==> src/aic_pkg.sv <==
// shared constants, register map and types for the converter register block
package aic_pkg;

   // register word indices; byte address is four times the index
   localparam logic [5:0] IDX_ACCUM_CTRL = 6'h01;
   localparam logic [5:0] IDX_WIN_MODE = 6'h04;
   localparam logic [5:0] IDX_COMMAND = 6'h08;
   localparam logic [5:0] IDX_EVENT_CTRL = 6'h09;
   localparam logic [5:0] IDX_IRQ_ENABLE = 6'h0a;
   localparam logic [5:0] IDX_IRQ_FLAGS = 6'h0b;
   localparam logic [5:0] IDX_DEBUG_CTRL = 6'h0c;
   localparam logic [5:0] IDX_STAGING = 6'h0d;
   localparam logic [5:0] IDX_IRQ_CLEAR = 6'h0e;
   localparam logic [5:0] IDX_RESULT_LO = 6'h10;
   localparam logic [5:0] IDX_RESULT_HI = 6'h11;
   localparam logic [5:0] IDX_LOWER_LO = 6'h12;
   localparam logic [5:0] IDX_LOWER_HI = 6'h13;
   localparam logic [5:0] IDX_UPPER_LO = 6'h14;
   localparam logic [5:0] IDX_UPPER_HI = 6'h15;

   // field positions
   localparam int unsigned BIT_DONE = 0;
   localparam int unsigned BIT_WINDOW = 1;
   localparam int unsigned BIT_BEGIN = 0;
   localparam int unsigned BIT_EVENT_EN = 0;
   localparam int unsigned BIT_KEEP_RUN = 0;
   localparam int unsigned ACC_SEL_LSB = 0;
   localparam int unsigned ACC_SEL_W = 3;
   localparam int unsigned WIN_MODE_W = 3;

   // reset values and limits
   localparam logic [7:0] BYTE_RESET = 8'h00;
   localparam logic [15:0] WORD_RESET = 16'h0000;
   localparam logic [1:0] FLAGS_RESET = 2'h0;
   localparam logic [9:0] SAMPLE_MAX = 10'h3ff;
   localparam logic [9:0] SAMPLE_MIN = 10'h000;
   localparam logic [2:0] ACC_LOG2_MAX = 3'h6;

   typedef enum logic [2:0] {
      AIC_WIN_NONE = 3'h0,
      AIC_WIN_BELOW = 3'h1,
      AIC_WIN_ABOVE = 3'h2,
      AIC_WIN_INSIDE = 3'h3,
      AIC_WIN_OUTSIDE = 3'h4
   } aic_win_mode_t;

   // raw reading from the analog core, before saturation
   typedef struct packed {
      logic valid;
      logic signed [11:0] raw;
   } aic_sample_t;

   // interrupt sources, same layout in flags, enable and clear
   typedef struct packed {
      logic window_match;
      logic conversion_done;
   } aic_irq_t;

endpackage

==> src/aic_regs.sv <==
// converter register block: avalon slave, sequencing, accumulation, flags
//
// Chosen here: the Avalon-MM interface to the registers.
`timescale 1ns/10ps

// Overview of operation
// - event input starts a conversion only while event trigger enable is set
// - interrupt enable bit 1 gates the window match interrupt
// - interrupt enable bit 0 gates the conversion done interrupt
// - at measurement end, flag bit 1 set only if window condition holds
// - window flag clears on write one or result read; zero write ignored
// - flag bit 0 set whenever a measurement finishes with fresh result
// - done flag clears on write one or result read; zero write ignored
// - halted cpu freezes converter and drops events unless keep-running is set
// - one shared staging byte serves all 16-bit registers, directly readable and writable
// - 16-bit result low byte at base index, high byte at base plus one
// - each 10-bit sample saturates to 0x3ff above reference, zero below ground
// - at most 64 samples accumulate, sum never exceeds 0xffc0
// - core gives 12-bit signed reading, saturated to a 10-bit sample, stored as single or accumulated value
// - result unsigned, read-only, resets to zero
// - window mode: none, below, above, strictly inside, outside; others reserved
// - begin conversion bit reads one while busy, clears itself at completion
// - window comparison uses the final accumulated sum, not each sample
module aic_regs
   import aic_pkg::*;
(
   input wire logic clk,
   input wire logic srst,
   input wire logic [7:0] avs_address,
   input wire logic avs_read,
   input wire logic avs_write,
   input wire logic [31:0] avs_writedata,
   input wire logic [3:0] avs_byteenable,
   output logic [31:0] avs_readdata,
   output logic avs_waitrequest,
   input wire logic event_in,
   input wire logic cpu_halted,
   input wire aic_sample_t core_sample,
   output logic core_start,
   output logic core_enable,
   output logic irq
);

   typedef enum logic [1:0] {
      AIC_IDLE = 2'b00,
      AIC_START = 2'b01,
      AIC_WAIT = 2'b11,
      AIC_FINISH = 2'b10
   } aic_state_t;

   aic_state_t state;
   aic_state_t next_state;
   logic resp;
   logic [5:0] index;
   logic acc_wr;
   logic acc_rd;
   logic wr_lo;
   logic [7:0] wbyte;
   logic [31:0] next_readdata;

   logic [2:0] accum_sel;
   logic [2:0] window_mode_select;
   logic event_trigger_enable;
   aic_irq_t interrupt_enable;
   aic_irq_t interrupt_flags;
   logic keep_running_when_halted;
   logic [7:0] staging;
   logic [15:0] conversion_output;
   logic [15:0] lower_threshold;
   logic [15:0] upper_threshold;

   logic start_req;
   logic frozen;
   logic [15:0] acc_sum;
   logic [6:0] sample_count;
   logic [6:0] sample_target;
   logic [9:0] sample_sat;
   logic window_hit;
   aic_irq_t flag_set;
   aic_irq_t flag_clr;
   logic result_read;
   logic last_sample;
   logic cmd_start;
   logic event_start;

   // clamp a raw reading into the 10-bit unsigned range
   function automatic logic [9:0] saturate(input logic signed [11:0] raw);
      logic [9:0] r;
      r = SAMPLE_MIN;
      if (raw > $signed({2'b00, SAMPLE_MAX})) begin
         r = SAMPLE_MAX;
      end else if (raw < 12'sh000) begin
         r = SAMPLE_MIN;
      end else begin
         r = raw[9:0];
      end
      return r;
   endfunction

   // write strobe for one register word
   function automatic logic write_to(input logic strobe, input logic [5:0] at, input logic [5:0] want);
      return strobe && (at == want);
   endfunction

   // ---------------- avalon slave ----------------
   // every access takes one wait cycle so read data can come from flops
   assign index = avs_address[7:2];
   assign avs_waitrequest = (avs_read || avs_write) && !resp;
   assign acc_wr = avs_write && resp;
   assign acc_rd = avs_read && resp;
   assign wr_lo = acc_wr && avs_byteenable[0];
   assign wbyte = avs_writedata[7:0];

   always_ff @(posedge clk) begin
      if (srst) begin
         resp <= 1'b0;
      end else begin
         resp <= (avs_read || avs_write) && !resp;
      end
   end

   always_comb begin
      next_readdata = 32'h0000_0000;
      unique case (index)
         IDX_ACCUM_CTRL: next_readdata[2:0] = accum_sel;
         IDX_WIN_MODE: next_readdata[2:0] = window_mode_select;
         IDX_COMMAND: next_readdata[BIT_BEGIN] = start_req || (state != AIC_IDLE);
         IDX_EVENT_CTRL: next_readdata[BIT_EVENT_EN] = event_trigger_enable;
         IDX_IRQ_ENABLE: next_readdata[1:0] = interrupt_enable;
         IDX_IRQ_FLAGS: next_readdata[1:0] = interrupt_flags;
         IDX_DEBUG_CTRL: next_readdata[BIT_KEEP_RUN] = keep_running_when_halted;
         IDX_STAGING: next_readdata[7:0] = staging;
         IDX_RESULT_LO: next_readdata[7:0] = conversion_output[7:0];
         IDX_RESULT_HI: next_readdata[7:0] = staging;
         IDX_LOWER_LO: next_readdata[7:0] = lower_threshold[7:0];
         IDX_LOWER_HI: next_readdata[7:0] = staging;
         IDX_UPPER_LO: next_readdata[7:0] = upper_threshold[7:0];
         IDX_UPPER_HI: next_readdata[7:0] = staging;
         // clear register is write-only; unmapped words read zero
         default: next_readdata = 32'h0000_0000;
      endcase
   end

   // loaded while the request waits, so it stands at the completing edge
   always_ff @(posedge clk) begin
      if (srst) begin
         avs_readdata <= 32'h0000_0000;
      end else if (avs_read && !resp) begin
         avs_readdata <= next_readdata;
      end
   end

   // ---------------- plain control registers ----------------
   always_ff @(posedge clk) begin
      if (srst) begin
         accum_sel <= 3'h0;
      end else if (write_to(wr_lo, index, IDX_ACCUM_CTRL)) begin
         accum_sel <= wbyte[ACC_SEL_LSB +: ACC_SEL_W];
      end
   end

   always_ff @(posedge clk) begin
      if (srst) begin
         window_mode_select <= 3'h0;
      end else if (write_to(wr_lo, index, IDX_WIN_MODE)) begin
         window_mode_select <= wbyte[WIN_MODE_W-1:0];
      end
   end

   always_ff @(posedge clk) begin
      if (srst) begin
         event_trigger_enable <= 1'b0;
      end else if (write_to(wr_lo, index, IDX_EVENT_CTRL)) begin
         event_trigger_enable <= wbyte[BIT_EVENT_EN];
      end
   end

   always_ff @(posedge clk) begin
      if (srst) begin
         interrupt_enable <= FLAGS_RESET;
      end else if (write_to(wr_lo, index, IDX_IRQ_ENABLE)) begin
         interrupt_enable <= wbyte[1:0];
      end
   end

   always_ff @(posedge clk) begin
      if (srst) begin
         keep_running_when_halted <= 1'b0;
      end else if (write_to(wr_lo, index, IDX_DEBUG_CTRL)) begin
         keep_running_when_halted <= wbyte[BIT_KEEP_RUN];
      end
   end

   // ---------------- shared staging byte and 16-bit pairs ----------------
   // low byte read latches the high byte; low byte write parks data until
   // the high byte write commits the whole word in one edge
   always_ff @(posedge clk) begin
      if (srst) begin
         staging <= BYTE_RESET;
      end else if (acc_wr && avs_byteenable[0] &&
                   (index == IDX_STAGING || index == IDX_LOWER_LO || index == IDX_UPPER_LO)) begin
         staging <= wbyte;
      end else if (acc_rd) begin
         unique case (index)
            IDX_RESULT_LO: staging <= conversion_output[15:8];
            IDX_LOWER_LO: staging <= lower_threshold[15:8];
            IDX_UPPER_LO: staging <= upper_threshold[15:8];
            default: ;
         endcase
      end
   end

   always_ff @(posedge clk) begin
      if (srst) begin
         lower_threshold <= WORD_RESET;
      end else if (write_to(wr_lo, index, IDX_LOWER_HI)) begin
         lower_threshold <= {wbyte, staging};
      end
   end

   always_ff @(posedge clk) begin
      if (srst) begin
         upper_threshold <= WORD_RESET;
      end else if (write_to(wr_lo, index, IDX_UPPER_HI)) begin
         upper_threshold <= {wbyte, staging};
      end
   end

   // ---------------- conversion sequencing ----------------
   assign frozen = cpu_halted && !keep_running_when_halted;
   assign core_enable = !frozen;
   assign core_start = (state == AIC_START) && !frozen;
   assign sample_sat = saturate(core_sample.raw);
   // selections beyond 64 samples are held at 64 so the sum fits
   assign sample_target = 7'h01 << ((accum_sel > ACC_LOG2_MAX) ? ACC_LOG2_MAX : accum_sel);
   assign last_sample = (sample_count + 7'h01) == sample_target;
   assign cmd_start = write_to(wr_lo, index, IDX_COMMAND) && wbyte[BIT_BEGIN];
   // events are dropped, not queued, while frozen
   assign event_start = event_in && event_trigger_enable && !frozen;

   always_ff @(posedge clk) begin
      if (srst) begin
         start_req <= 1'b0;
      end else if (state == AIC_IDLE && start_req && !frozen) begin
         // a request landing in the launch cycle merges into that conversion
         start_req <= 1'b0;
      end else if (cmd_start || event_start) begin
         start_req <= 1'b1;
      end
   end

   always_comb begin
      next_state = state;
      unique case (state)
         AIC_IDLE: if (start_req) begin
            next_state = AIC_START;
         end
         AIC_START: next_state = AIC_WAIT;
         AIC_WAIT: if (core_sample.valid) begin
            next_state = last_sample ? AIC_FINISH : AIC_START;
         end
         AIC_FINISH: next_state = AIC_IDLE;
      endcase
   end

   // freeze holds the sequencer, so samples arriving meanwhile are lost
   always_ff @(posedge clk) begin
      if (srst) begin
         state <= AIC_IDLE;
      end else if (!frozen) begin
         state <= next_state;
      end
   end

   always_ff @(posedge clk) begin
      if (srst) begin
         acc_sum <= WORD_RESET;
      end else if (!frozen) begin
         if (state == AIC_IDLE) begin
            acc_sum <= WORD_RESET;
         end else if (state == AIC_WAIT && core_sample.valid) begin
            acc_sum <= acc_sum + {6'h00, sample_sat};
         end
      end
   end

   always_ff @(posedge clk) begin
      if (srst) begin
         sample_count <= 7'h00;
      end else if (!frozen) begin
         if (state == AIC_IDLE) begin
            sample_count <= 7'h00;
         end else if (state == AIC_WAIT && core_sample.valid) begin
            sample_count <= sample_count + 7'h01;
         end
      end
   end

   // result moves only at finish; the staging latch keeps a pair read whole
   always_ff @(posedge clk) begin
      if (srst) begin
         conversion_output <= WORD_RESET;
      end else if (state == AIC_FINISH && !frozen) begin
         conversion_output <= acc_sum;
      end
   end

   aic_window u_window (
      .window_mode_select(window_mode_select),
      .value(acc_sum),
      .lower_threshold(lower_threshold),
      .upper_threshold(upper_threshold),
      .window_match(window_hit)
   );

   // ---------------- interrupt flags ----------------
   // either byte of the result clears both flags
   assign result_read = acc_rd && (index == IDX_RESULT_LO || index == IDX_RESULT_HI);

   always_comb begin
      flag_set.conversion_done = (state == AIC_FINISH) && !frozen;
      flag_set.window_match = (state == AIC_FINISH) && !frozen && window_hit;
      flag_clr = FLAGS_RESET;
      if (acc_wr && avs_byteenable[0] && (index == IDX_IRQ_FLAGS || index == IDX_IRQ_CLEAR)) begin
         flag_clr = wbyte[1:0];
      end
      if (result_read) begin
         flag_clr = 2'h3;
      end
   end

   // a set in the same cycle as a clear keeps the flag
   always_ff @(posedge clk) begin
      if (srst) begin
         interrupt_flags <= FLAGS_RESET;
      end else begin
         interrupt_flags <= (interrupt_flags & ~flag_clr) | flag_set;
      end
   end

   assign irq = |(interrupt_flags & interrupt_enable);

endmodule // aic_regs

==> src/aic_window.sv <==
// window comparator on the final result
`timescale 1ns/10ps
module aic_window
   import aic_pkg::*;
(
   input wire logic [2:0] window_mode_select,
   input wire logic [15:0] value,
   input wire logic [15:0] lower_threshold,
   input wire logic [15:0] upper_threshold,
   output logic window_match
);

   logic below;
   logic above;

   assign below = value < lower_threshold;
   assign above = value > upper_threshold;

   always_comb begin
      window_match = 1'b0;
      unique case (window_mode_select)
         AIC_WIN_NONE: window_match = 1'b0;
         AIC_WIN_BELOW: window_match = below;
         AIC_WIN_ABOVE: window_match = above;
         AIC_WIN_INSIDE: window_match = (value > lower_threshold) && (value < upper_threshold);
         AIC_WIN_OUTSIDE: window_match = below || above;
         // reserved codes never flag
         default: window_match = 1'b0;
      endcase
   end

endmodule // aic_window

==> config.mk <==
export PLATFORM = sky130hd
export DESIGN_NAME = aic_regs
export DESIGN_NICKNAME = d
export VERILOG_FILES = /design/src/aic_pkg.sv /design/src/aic_regs.sv /design/src/aic_window.sv
export SDC_FILE = /design/constraint.sdc
export NUM_CORES = 1
export LEC_CHECK = 0
export BUFFER_PORTS_ARGS = -buffer_cell sky130_fd_sc_hd__buf_2
export CELL_PAD_IN_SITES_DETAIL_PLACEMENT = 1
export CELL_PAD_IN_SITES_GLOBAL_PLACEMENT = 1
export CORE_AREA = 2 2 132 134
export DETAILED_ROUTE_END_ITERATION = 7
export DIE_AREA = 0 0 134 136
export PLACE_DENSITY_LB_ADDON = 0.1
export SYNTH_ARGS = -nofsm -noshare
export SYNTH_HDL_FRONTEND = slang
export SYNTH_SLANG_ARGS = --single-unit
==> constraint.sdc <==
create_clock -name clk -period 2.9 [get_ports clk]
set_input_delay 0.725 -clock clk [delete_from_list [all_inputs] [get_ports clk]]
set_output_delay 0.725 -clock clk [all_outputs]
set_load 0.01 [all_outputs]
### Yosys cells after proc, flatten, opt, wreduce, memory -nomap -nowiden

Index checks and enable logic that the tools add are counted.

| cells by class | value |
|---|---|
| $add $sub $neg | 2 |
| $mul | 0 |
| shifts and indexed selects | 1 |
| mux-type cells | 21 |
| divide/modulo/power cells | 0 |
| reduce and logical (&&, ||, !) cells | 49 |
| order comparisons | 7 |
| equality and inequality tests | 25 |
| bitwise gates (word level) | 5 |

Operator list:

| operator | count |
|---|---|
| 6-bit by 4-bit == test with 1-bit output, second input constant | 7 |
| 6-bit by 5-bit == test with 1-bit output, second input constant | 6 |
| 16-bit > comparator | 2 |
| 16-bit < comparator | 2 |
| 16-bit 2-to-1 mux | 2 |
| 1-bit logical AND | 27 |
| 8-bit one-hot mux with 3 select lines | 1 |
| 10-bit 2-to-1 mux | 2 |
| 5-bit one-hot mux with 4 select lines | 1 |
| 16-bit by 10-bit adder with 16-bit output | 1 |
| 8-bit 2-to-1 mux | 2 |
| 7-bit 2-to-1 mux | 2 |
| 12-bit by 11-bit > comparator with 1-bit output, second input constant | 1 |
| 12-bit by 1-bit < comparator with 1-bit output, second input constant | 1 |
| 1-bit one-hot mux with 11 select lines | 1 |
| 2-bit 2-to-1 mux | 5 |
| 1-bit logical OR | 8 |
| 1-bit one-hot mux with 8 select lines | 1 |
| 2-bit one-hot mux with 4 select lines | 1 |
| 7-bit by 1-bit adder with 7-bit output, second input constant | 1 |
| 7-bit == test | 1 |
| 1-bit by 3-bit left shift with 7-bit output, first input constant | 1 |
| 3-bit by 2-bit == test with 1-bit output, second input constant | 2 |
| 6-bit by 1-bit == test with 1-bit output, second input constant | 1 |
| other kinds (22) | 31 |

| storage, ports and cells | value |
|---|---|
| latch bits | 0 |
| ROM bits | 0 |
| RAM bits | 0 |
| memories kept | 0 |
| word-level logic and storage cells | 128 |
| bits in registers | 103 |
| bits of input ports | 63 |

### Longest topological paths before layout

Gate-level depths: netlist of the first run.

| depth | value |
|---|---|
| depth in word-level cells | 8 |
| gate-level depth with buffers | 13 |

### Hierarchy

From an unflattened synthesis of the first run, not the netlist that was laid out.

| unflattened totals | value |
|---|---|
| cell total of the unflattened synthesis | 816 |
| area total of the unflattened synthesis | 6,303.5 um^2 |

Modules (own cells, without submodules):

| module | instances | area an instance (um^2) | seq. area each (um^2) | cells each |
|---|---|---|---|---|
| aic_regs | 1 | 5,441.5 | 2,062.0 | 696 |
| aic_window | 1 | 862.1 | 0.0 | 120 |

### Least setup slack after synthesis of the first run

No wires, ideal clock.

| timing path | value |
|---|---|
| path type | input port to flip-flop |
| start point | input port core_sample[10] (netlist bit) |
| end point | register acc_sum[14] |
| required time | 2.830 ns |
| stages | 13 |
| path slack | -0.092 ns |
| data arrival time | 2.922 ns |
| cells stage by stage | clkbuf_1 -> nor2_1 -> nor2_1 -> ha_1 -> inv_1 -> fa_1 -> nand3b_1 -> a21oi_1 -> o21a_1 -> o21a_1 -> o41ai_1 -> or3_1 -> a21oi_1 |

| between the ends | value |
|---|---|
| cells in the longest elaborated chain, start to end | 6 |

RTL lines:

| element | line | text |
|---|---|---|
| start: declaration | aic_regs.sv:38 | `input wire aic_sample_t core_sample,` |
| 12-bit by 1-bit < comparator with 1-bit output | aic_regs.sv:92 | `end else if (raw < 12'sh000) begin` |
| 10-bit 2-to-1 mux | aic_regs.sv:92 |  |
| 10-bit 2-to-1 mux (*) | aic_regs.sv:90 | `if (raw > $signed({2'b00, SAMPLE_MAX})) begin` |
| 16-bit by 10-bit adder with 16-bit output (*) | aic_regs.sv:282 | `acc_sum <= acc_sum + {6'h00, sample_sat};` |
| 16-bit 2-to-1 mux (*) | aic_regs.sv:281 | `end else if (state == AIC_WAIT && core_sample.valid) begin` |
| 16-bit 2-to-1 mux (*) | aic_regs.sv:279 | `if (state == AIC_IDLE) begin` |
| end signal: assignment | aic_regs.sv:282 |  |
| end: declaration | aic_regs.sv:74 | `logic [15:0] acc_sum;` |

Every way passes the cells marked *; elsewhere a longest branch is shown, timed or not. The select of a mux whose other input is x is not followed.
A chain may end at the register's enable or synchronous reset.

### Final worst setup path of the first run

| timing path | value |
|---|---|
| start point | input port core_sample[10] (netlist bit) |
| end point | register acc_sum[12] |

The elaborated chain is that of the path after synthesis.

==> results of run 1 <==
[metal layers]
| metal | track usage | wire length [um] |
|---|---|---|
| met5 | 0 | 0 |
| met4 | 0.0591 | 219 |
| met3 | 0.0265 | 702 |
| met2 | 0.396 | 9820 |
| met1 | 0.274 | 8850 |
[cell type report]
type,instances,area share
Multi-Input combinational cell,628,0.535
Clock inverter,5,0.00794
Tap cell,225,0.0397
Sequential cell,103,0.291
Inverter,39,0.0206
Timing Repair Buffer,79,0.0702
Clock buffer,11,0.0356
[per-stage QoR]
step                      cells  hold WS (ns)  utilization
after floorplan             835         0.436            -
after global placement     1072         0.438        0.399
after detailed placement   1072         0.447        0.399
after CTS                  1088         0.456        0.418
after global routing       1090         0.486        0.420
final                      1090         0.452        0.420
[what timing repair did]
action / in CTS / in global routing
endpoints found under the setup margin: 0 / 7
resized for setup: 0 / 6
hold buffers: 0 / 0
setup buffers: 0 / 2
[where the power goes]
part	switching (uW)	internal, uW
registers	6.95	1420
clock network	566	716
logic	147	73.1
[synthesized netlist by cell type (all sizes together) (4+ instances only)]
cell type  count  area (sq um)
a21o          10          75.1
nor2b          4          25.0
xnor2          6          52.6
xor2           5          43.8
and3           9          56.3
buf           36           254
a21oi         95           487
mux2i         23           230
a222oi         5          50.1
a311o          8          80.1
a31oi          6          37.5
inv           39           146
nand3b         4          30.0
a221oi         6          52.6
nor2          91           344
nand2        132           495
nand4b         4          35.0
nand2b         4          25.0
or3            9          56.3
ha            45           563
nor3          23           131
a22oi         11          82.6
o21a           7          52.6
nand4         12          75.1
clkbuf        29           109
dfxtp        103          2060
o21ai         19          95.1
nand3         28           140
[state kept, by name, indices dropped and copies added, names as in the netlist, 2 cells and up]
name and cells:
acc_sum 16, conversion_output 16, lower_threshold 16, upper_threshold 16, avs_readdata 8, staging 8, sample_count 7, accum_sel 3
window_mode_select 3, interrupt_enable 2, interrupt_flags 2, state 2
[logic make-up after synthesis]
logic type	count (synthesis)	share of synthesized area
fa+ha+maj	46	0.0934
other cells	1	0.000601
xor+xnor	11	0.0154
buf+inv	104	0.0816
mux	25	0.0405
simple gates	335	0.248
compound gates	187	0.190
flops	103	0.330
[layout by cell type (no fill, tap or decap), types with 3 or more instances in the layout]
| master | instances |
|---|---|
| xnor2_1 | 6 |
| and3_1 | 9 |
| ha_1 | 44 |
| a31oi_1 | 6 |
| a311o_1 | 8 |
| o21ai_0 | 19 |
| o21a_1 | 7 |
| a21oi_1 | 93 |
| nor2b_1 | 4 |
| a222oi_1 | 5 |
| clkbuf_16 | 9 |
| mux2i_1 | 23 |
| nand2_1 | 132 |
| a221oi_1 | 6 |
| buf_4 | 34 |
| and2_1 | 3 |
| or4_1 | 3 |
| a22oi_1 | 11 |
| dfxtp_1 | 103 |
| or3_1 | 9 |
| nand4b_1 | 4 |
| o31ai_1 | 3 |
| nand4_1 | 12 |
| nor3_1 | 21 |
| nand2b_1 | 4 |
| inv_1 | 38 |
| a21o_1 | 10 |
| nand3_1 | 28 |
| conb_1 | 24 |
| nor2_1 | 90 |
| nand3b_1 | 4 |
| xor2_1 | 5 |
| buf_2 | 43 |
[worst min-delay path by stage]
stage	start	endpoint
5_1_grt	conversion_output[10]$_SDFFE_PP0P_	conversion_output[10]$_SDFFE_PP0P_
2_1_floorplan	conversion_output[3]$_SDFFE_PP0P_	conversion_output[3]$_SDFFE_PP0P_
4_1_cts	avs_readdata[5]$_SDFFE_PP0P_	avs_readdata[5]$_SDFFE_PP0P_
3_3_place_gp	avs_readdata[3]$_SDFFE_PP0P_	avs_readdata[3]$_SDFFE_PP0P_
3_5_place_dp	avs_readdata[5]$_SDFFE_PP0P_	avs_readdata[5]$_SDFFE_PP0P_
6_report	avs_readdata[3]$_SDFFE_PP0P_	avs_readdata[3]$_SDFFE_PP0P_
[tightest hold or removal path, cell delays in order (launching register included)]
cell and delay, ns:
dfxtp_1 0.31, nand2_1 0.05, a21oi_1 0.05
==> run summary, run 1 <==
The flow ran to the end, and the final reports show no timing, DRC or antenna violations. The first-iteration detailed-routing DRC count is 310. In this run the standard cell core region covers 16,900 sq um. The worst register-to-register path begins at sample_count[0]$_SDFFE_PP0P_. Data on the critical path arrives at its endpoint at 3.08 ns.

The setup slack at placement is -0.215 ns. After layout, the worst setup slack is a little over 0.1 ns. The number of top-level design ports is just under 100. The layout net count is 969. The maximum clock rate is between 300 and 400 MHz. The number of flops mapped to enable cells by yosys is 0.

The instance count along the most critical hold path came out at 2. Buffers inserted during clock tree synthesis total 9. The clock period could shrink to 2.80 ns. The mean post-synth cell area came out at around 7.7 sq um. In the routed layout, each cell is associated on average with a via count of 5.44.

The count of cell instances traversed by the critical path is 13. The post-synthesis sequential element count is 103. The start point of the critical path is core_sample[10]. The required time reported for the critical path endpoint is roughly 3.2 ns. The number of antenna violations at the first check in global routing came out at 0. The total negative slack for setup checks is 0 ns.

The residual overflow from global routing is 0. The remaining design rule violation count came out at 0. The final-report max-slew violation count is 0. The buffer depth of the longest clock path is 2. The total area of sequential cells is 2060 sq um. The fraction of layout cells with a size suffix above 1 is 0.128. The clock transition at the register clock pins on the worst setup and hold paths after CTS is 0.07 ns. The most critical setup path has its endpoint at acc_sum[12]$_SDFFE_PP0P_.

The type of element launching the critical path is an input pin. The sink count of the clock tree came out at a little over 100. The number of global-route vias before repair came to just over 6,000.

The via count of the routed design came out at approximately 6,000. In the finished design, the share of the clock period the worst path needs comes to 0.965. The first-pass detailed-route iteration total came out at 4. In the final routed layout, each cell accounts on average for 18.0 um.

The count of final setup violators is 0. The count of antenna-violating nets left after detailed routing came out at 0. The worst setup skew after layout is a little under 0.01 ns. The total power density per cell area is 413 nW/um^2.

Summed over all nets, the half-perimeter wirelength after detailed placement is 14,300 um. The worst-margin pin slew came out at 1.30 ns. Summing all placed instances gives a cell area of 6740 sq um. Across the run, the number of max-cap violations was 0. The worst setup path is captured at a flip-flop. In this run the critical register-to-register path is captured at state[1]$_SDFFE_PP0P_.

For this run, the slowest stage of the critical path takes about 0.37 ns. The final count of hold timing violations is 0. The area growth from synthesis to final layout is 13.6%. The total wire length is 19,600 um.

The slack of the worst reg-to-reg path is 0.37 ns. Headroom to the max-slew limit came out at 0.127. The leakage component of the power came out at 0.00284 uW. The H-tree depth reported by CTS came out at 3. IR analysis of the VDD net gives a maximum drop of between 0.0002 and 0.0003 V. The count of fill cells added during filler insertion is 2,118.

Synthesis instantiated 61 different standard cells from the library. TritonCTS built the clock tree. The floorplan die height is 136 um. On the critical path the largest part of the delay comes from compound AO/OA/AOI/OAI gates. Synthesis produced a netlist whose cell count is just over 800.

The die span in x is ~130 um. The starting density of the core is 0.370. The maximum fanout along the worst path is 8.

The area of all placed cells without fillers came out at approximately 7000 sq um. The number of buffers and inverters on the critical path is 2. Traced cell by cell, the critical path runs through clkbuf_4 > nor2_1 > nor2_1 > ha_2 > inv_1 > fa_2 > nand3b_1 > a21oi_2 > o21a_1 > o21a_1 > o41ai_4 > or3_1 > a21oi_1. The worst hold path class is flip-flop to flip-flop. The tree is rooted in a clkbuf_16.

The critical path is of the input pin to flip-flop type. The area of the mapped netlist is 6240 sq um. The async set-or-reset flop fraction in the synthesized netlist is 0. Entering global routing, the biggest net connects 57 pins. The yosys synthesis warning count is 0. The multi-input logic area came out at 3800 sq um.

The share of the yosys chip area belonging to registers came out at 0.330. The final estimated routing congestion in global placement came out at slightly above 0.8. The count of input and output buffers is 45. The clock latency on the worst-skew pair came out at 0.36 ns. For this run, the total global-route usage over all layers was measured as 0.219. The total die area is 18,200 sq um. In the synthesized netlist the dominant register cell turns out to be dfxtp_1. The total power consumption of the routed design is 2930 uW. The cell at the slowest stage of the critical path is or3_1. The total inserted antenna cells came out at 0. The first global-routing pass estimated 31,300 um of wire.

For the worst flop-to-flop path, the logic depth is 8. The number of placement rows came out at 48.
Note: power is estimated with default switching activity, not from simulation.
==> run 2: changes to the inputs <==
==> constraint.sdc (replaced) <==
create_clock -name clk -period 2.9 [get_ports clk]
set_input_delay 0.58 -clock clk [delete_from_list [all_inputs] [get_ports clk]]
set_output_delay 0.58 -clock clk [all_outputs]
set_load 0.01 [all_outputs]
==> run summary, run 2 (synthesized netlist as in run 1, its figures left out) <==
Result of the run: complete, no violations (unchanged). The routed length per placed instance is 17.9 um (was 18.0 um). The clock network fraction of total power came out at 0.417 (was 0.438).

The area growth from synthesis to final layout is 11.5% (was 13.6%). The total die area is 18,200 sq um (unchanged). The total negative slack for setup checks came out at 0 ns (unchanged). The number of top-level design ports is 99 (unchanged). The number of buffers and inverters on the critical path was 3 (was 2). The maximum clock rate is 381 MHz (was 357 MHz). The most common library cell in the layout ignoring fill and taps is nand2_1 (unchanged).

The post-place instance area is 6690 sq um (was 6740 sq um). The first-pass detailed-route iteration total came out at 4 (unchanged). The number of hold-repair buffers added at the cts stage was 0 (unchanged). The count of final setup violators is 0 (unchanged).

The total power density per cell area was 404 nW/um^2 (was 413 nW/um^2). The clock transition at the register clock pins on the worst setup and hold paths after CTS is 0.07 ns (about the same). The number of resized instances in the post-cts repair step came out at 0 (unchanged). Commonest non-fill, non-tap cells in the layout: nand2_1 (132), dfxtp_1 (103), a21oi_1 (94), nor2_1 (90), ha_1 (45) (was nand2_1 (132), dfxtp_1 (103), a21oi_1 (93), nor2_1 (90), ha_1 (44)).

The CTS root buffer is clkbuf_16 (unchanged). The final clock period utilization by the worst path is 0.905 (was 0.965). The floorplan die height was 136 um (unchanged). The via count of the routed design is 5,932 (unchanged). The buffer depth of the longest clock path was 2 (unchanged). The leakage component of the power came to 0.00277 uW (was 0.00284 uW). The number of clock buffers inserted by TritonCTS is 9 (unchanged). The data arrival time of the critical path was 2.91 ns (was 3.08 ns). The worst slew margin relative to its limit is 0.470 (was 0.127).

The power spent charging and discharging nets is 724 uW (was 720 uW). The type of element launching the critical path is an input pin (unchanged). The residual overflow from global routing is 0 (unchanged). The clock latency on the worst-skew pair came to 0.35 ns (was 0.36 ns). The total power consumption of the routed design is 2810 uW (was 2930 uW). The combinational group share of total power is 0.076 (was 0.075). The critical path endpoint category is a flip-flop (unchanged). Ordered cell list for the critical path: buf_2 > nor2_1 > nor2_1 > ha_1 > inv_1 > fa_1 > nand3b_1 > a21oi_1 > o21a_1 > o21a_1 > o41ai_1 > buf_4 > or3_1 > a21oi_1 (was clkbuf_4 > nor2_1 > nor2_1 > ha_2 > inv_1 > fa_2 > nand3b_1 > a21oi_2 > o21a_1 > o21a_1 > o41ai_4 > or3_1 > a21oi_1). The remaining design rule violation count is 0 (unchanged).

The cell at the slowest stage of the critical path is fa_1 (was or3_1). The number of antenna violations at the first check in global routing came out at 0 (unchanged). The kind of critical path is input pin to flip-flop (unchanged). The HPWL reported at the end of detailed placement came out at 14,500 um (was 14,300 um). The total inserted antenna cells is 0 (unchanged). The die span in x came out at 134 um (unchanged). The internal power component came to 2090 uW (was 2210 uW). The total track usage came out at 0.218 (was 0.219). The total wire length is 19,400 um (was 19,600 um). The clock tree from TritonCTS was yes (unchanged).

The core area is 16,900 sq um (unchanged). The first-pass GRT wire length came out at 31,100 um (was 31,300 um). The worst setup skew after layout is 0.00716 ns (was 0.00964 ns).

The part of the power in registers came to 0.507 (was 0.487). The area of all placed cells without fillers is 6960 sq um (was 7090 sq um). The max-capacitance violation count is 0 (unchanged). The worst stage delay on the critical path is 0.37 ns (about the same). The worst hold path class is flip-flop to flip-flop (unchanged). The first-iteration detailed-routing DRC count is 251 (was 310). The pin count of the biggest net entering global routing is 33 (was 57). The number of placement rows is 48 (unchanged). The final count of hold timing violations is 0 (unchanged). The H-tree depth reported by CTS is 3 (unchanged). The required time reported for the critical path endpoint is 3.18 ns (about the same). The number of global-route vias before repair came to 6,020 (was 6,076). The post-CTS setup repair buffer count came out at 0 (unchanged).

The worst-margin pin slew is 0.795 ns (was 1.30 ns). The maximum fanout along the worst path came to 6 (was 8). The maximum resistive drop on vdd came to 0.000266 V (was 0.000295 V).

The sink count of the clock tree is 103 (unchanged). Setup repair after global routing left no endpoint under its margin. The count of input and output buffers is 45 (unchanged). The cell class contributing the biggest share of worst-path delay is compound AO/OA/AOI/OAI gates (unchanged). The clock period minus final worst setup slack is 2.62 ns (was 2.80 ns). The fraction of layout cells with a size suffix above 1 came out at 0.116 (was 0.128). The fraction of power spent switching nets is 0.257 (was 0.246).

The count of antenna-violating nets left after detailed routing is 0 (unchanged). The layout net count came out at 962 (was 969). The final estimated routing congestion in global placement came out at 0.837 (was 0.828). The starting density of the core is 0.370 (unchanged). The via-per-instance ratio came out at 5.48 (was 5.44). The final-report max-slew violation count came out at 0 (unchanged).
[run 2: power by group through the flow]
stage | Combinational, uW | Sequential (uW) | Clock [uW]
after floorplan | 155 | 1460 | 0
after global placement | 209 | 1460 | 0
after detailed placement | 215 | 1460 | 0
after CTS | 215 | 1430 | 1200
after global routing | 237 | 1430 | 1260
final | 214 | 1430 | 1170
[run 2: cell type report]
class / instances / area, sq um
fill: 2105 / 9910
multi-input combinational: 628 / 3770
sequential: 103 / 2060
timing repair buffer: 72 / 430
tap: 225 / 282
clock buffer: 10 / 239
inverter: 39 / 146
clock inverter: 5 / 35.0
[run 2: per-layer routing]
layer,share of wire,global-route usage,vias up
met5,0,0,-
met4,0.013,0.0479,0
met3,0.045,0.0317,18
met2,0.48,0.374,108
met1,0.46,0.290,2924
li1,-,-,2882
[run 2: worst reg2reg max path: cells and delay by family (launching register included)]
| kind | cells | cell delay [ns] |
|---|---|---|
| AND/OR/NAND/NOR | 3 | 0.73 |
| flip-flops | 1 | 0.48 |
| AO/OA/AOI/OAI | 4 | 0.98 |
| adder cells (fa/ha/maj) | 1 | 0.30 |
[run 2: worst paths after layout]
| kind | from | cells past startpoint | end | slack [ns] |
|---|---|---|---|---|
| worst min register to register | avs_readdata[6]$_SDFFE_PP0P_ | 2 | avs_readdata[6]$_SDFFE_PP0P_ | 0.46 |
| worst min-delay path | avs_readdata[6]$_SDFFE_PP0P_ | 2 | avs_readdata[6]$_SDFFE_PP0P_ | 0.46 |
| worst max-delay path | core_sample[10] | 14 | acc_sum[12]$_SDFFE_PP0P_ | 0.28 |
| worst max register to register | sample_count[0]$_SDFFE_PP0P_ | 8 | state[1]$_SDFFE_PP0P_ | 0.32 |
[run 2: per-stage QoR]
step / utilization / hold slack [ns] / std cells / setup slack (ns)
2_1_floorplan: - / 0.436 / 835 / 0.0531
3_3_place_gp: 0.396 / 0.442 / 1067 / -0.0547
3_5_place_dp: 0.396 / 0.449 / 1067 / -0.0867
4_1_cts: 0.413 / 0.458 / 1082 / 0.265
5_1_grt: 0.413 / 0.488 / 1082 / 0.0649
6_report: 0.413 / 0.455 / 1082 / 0.276
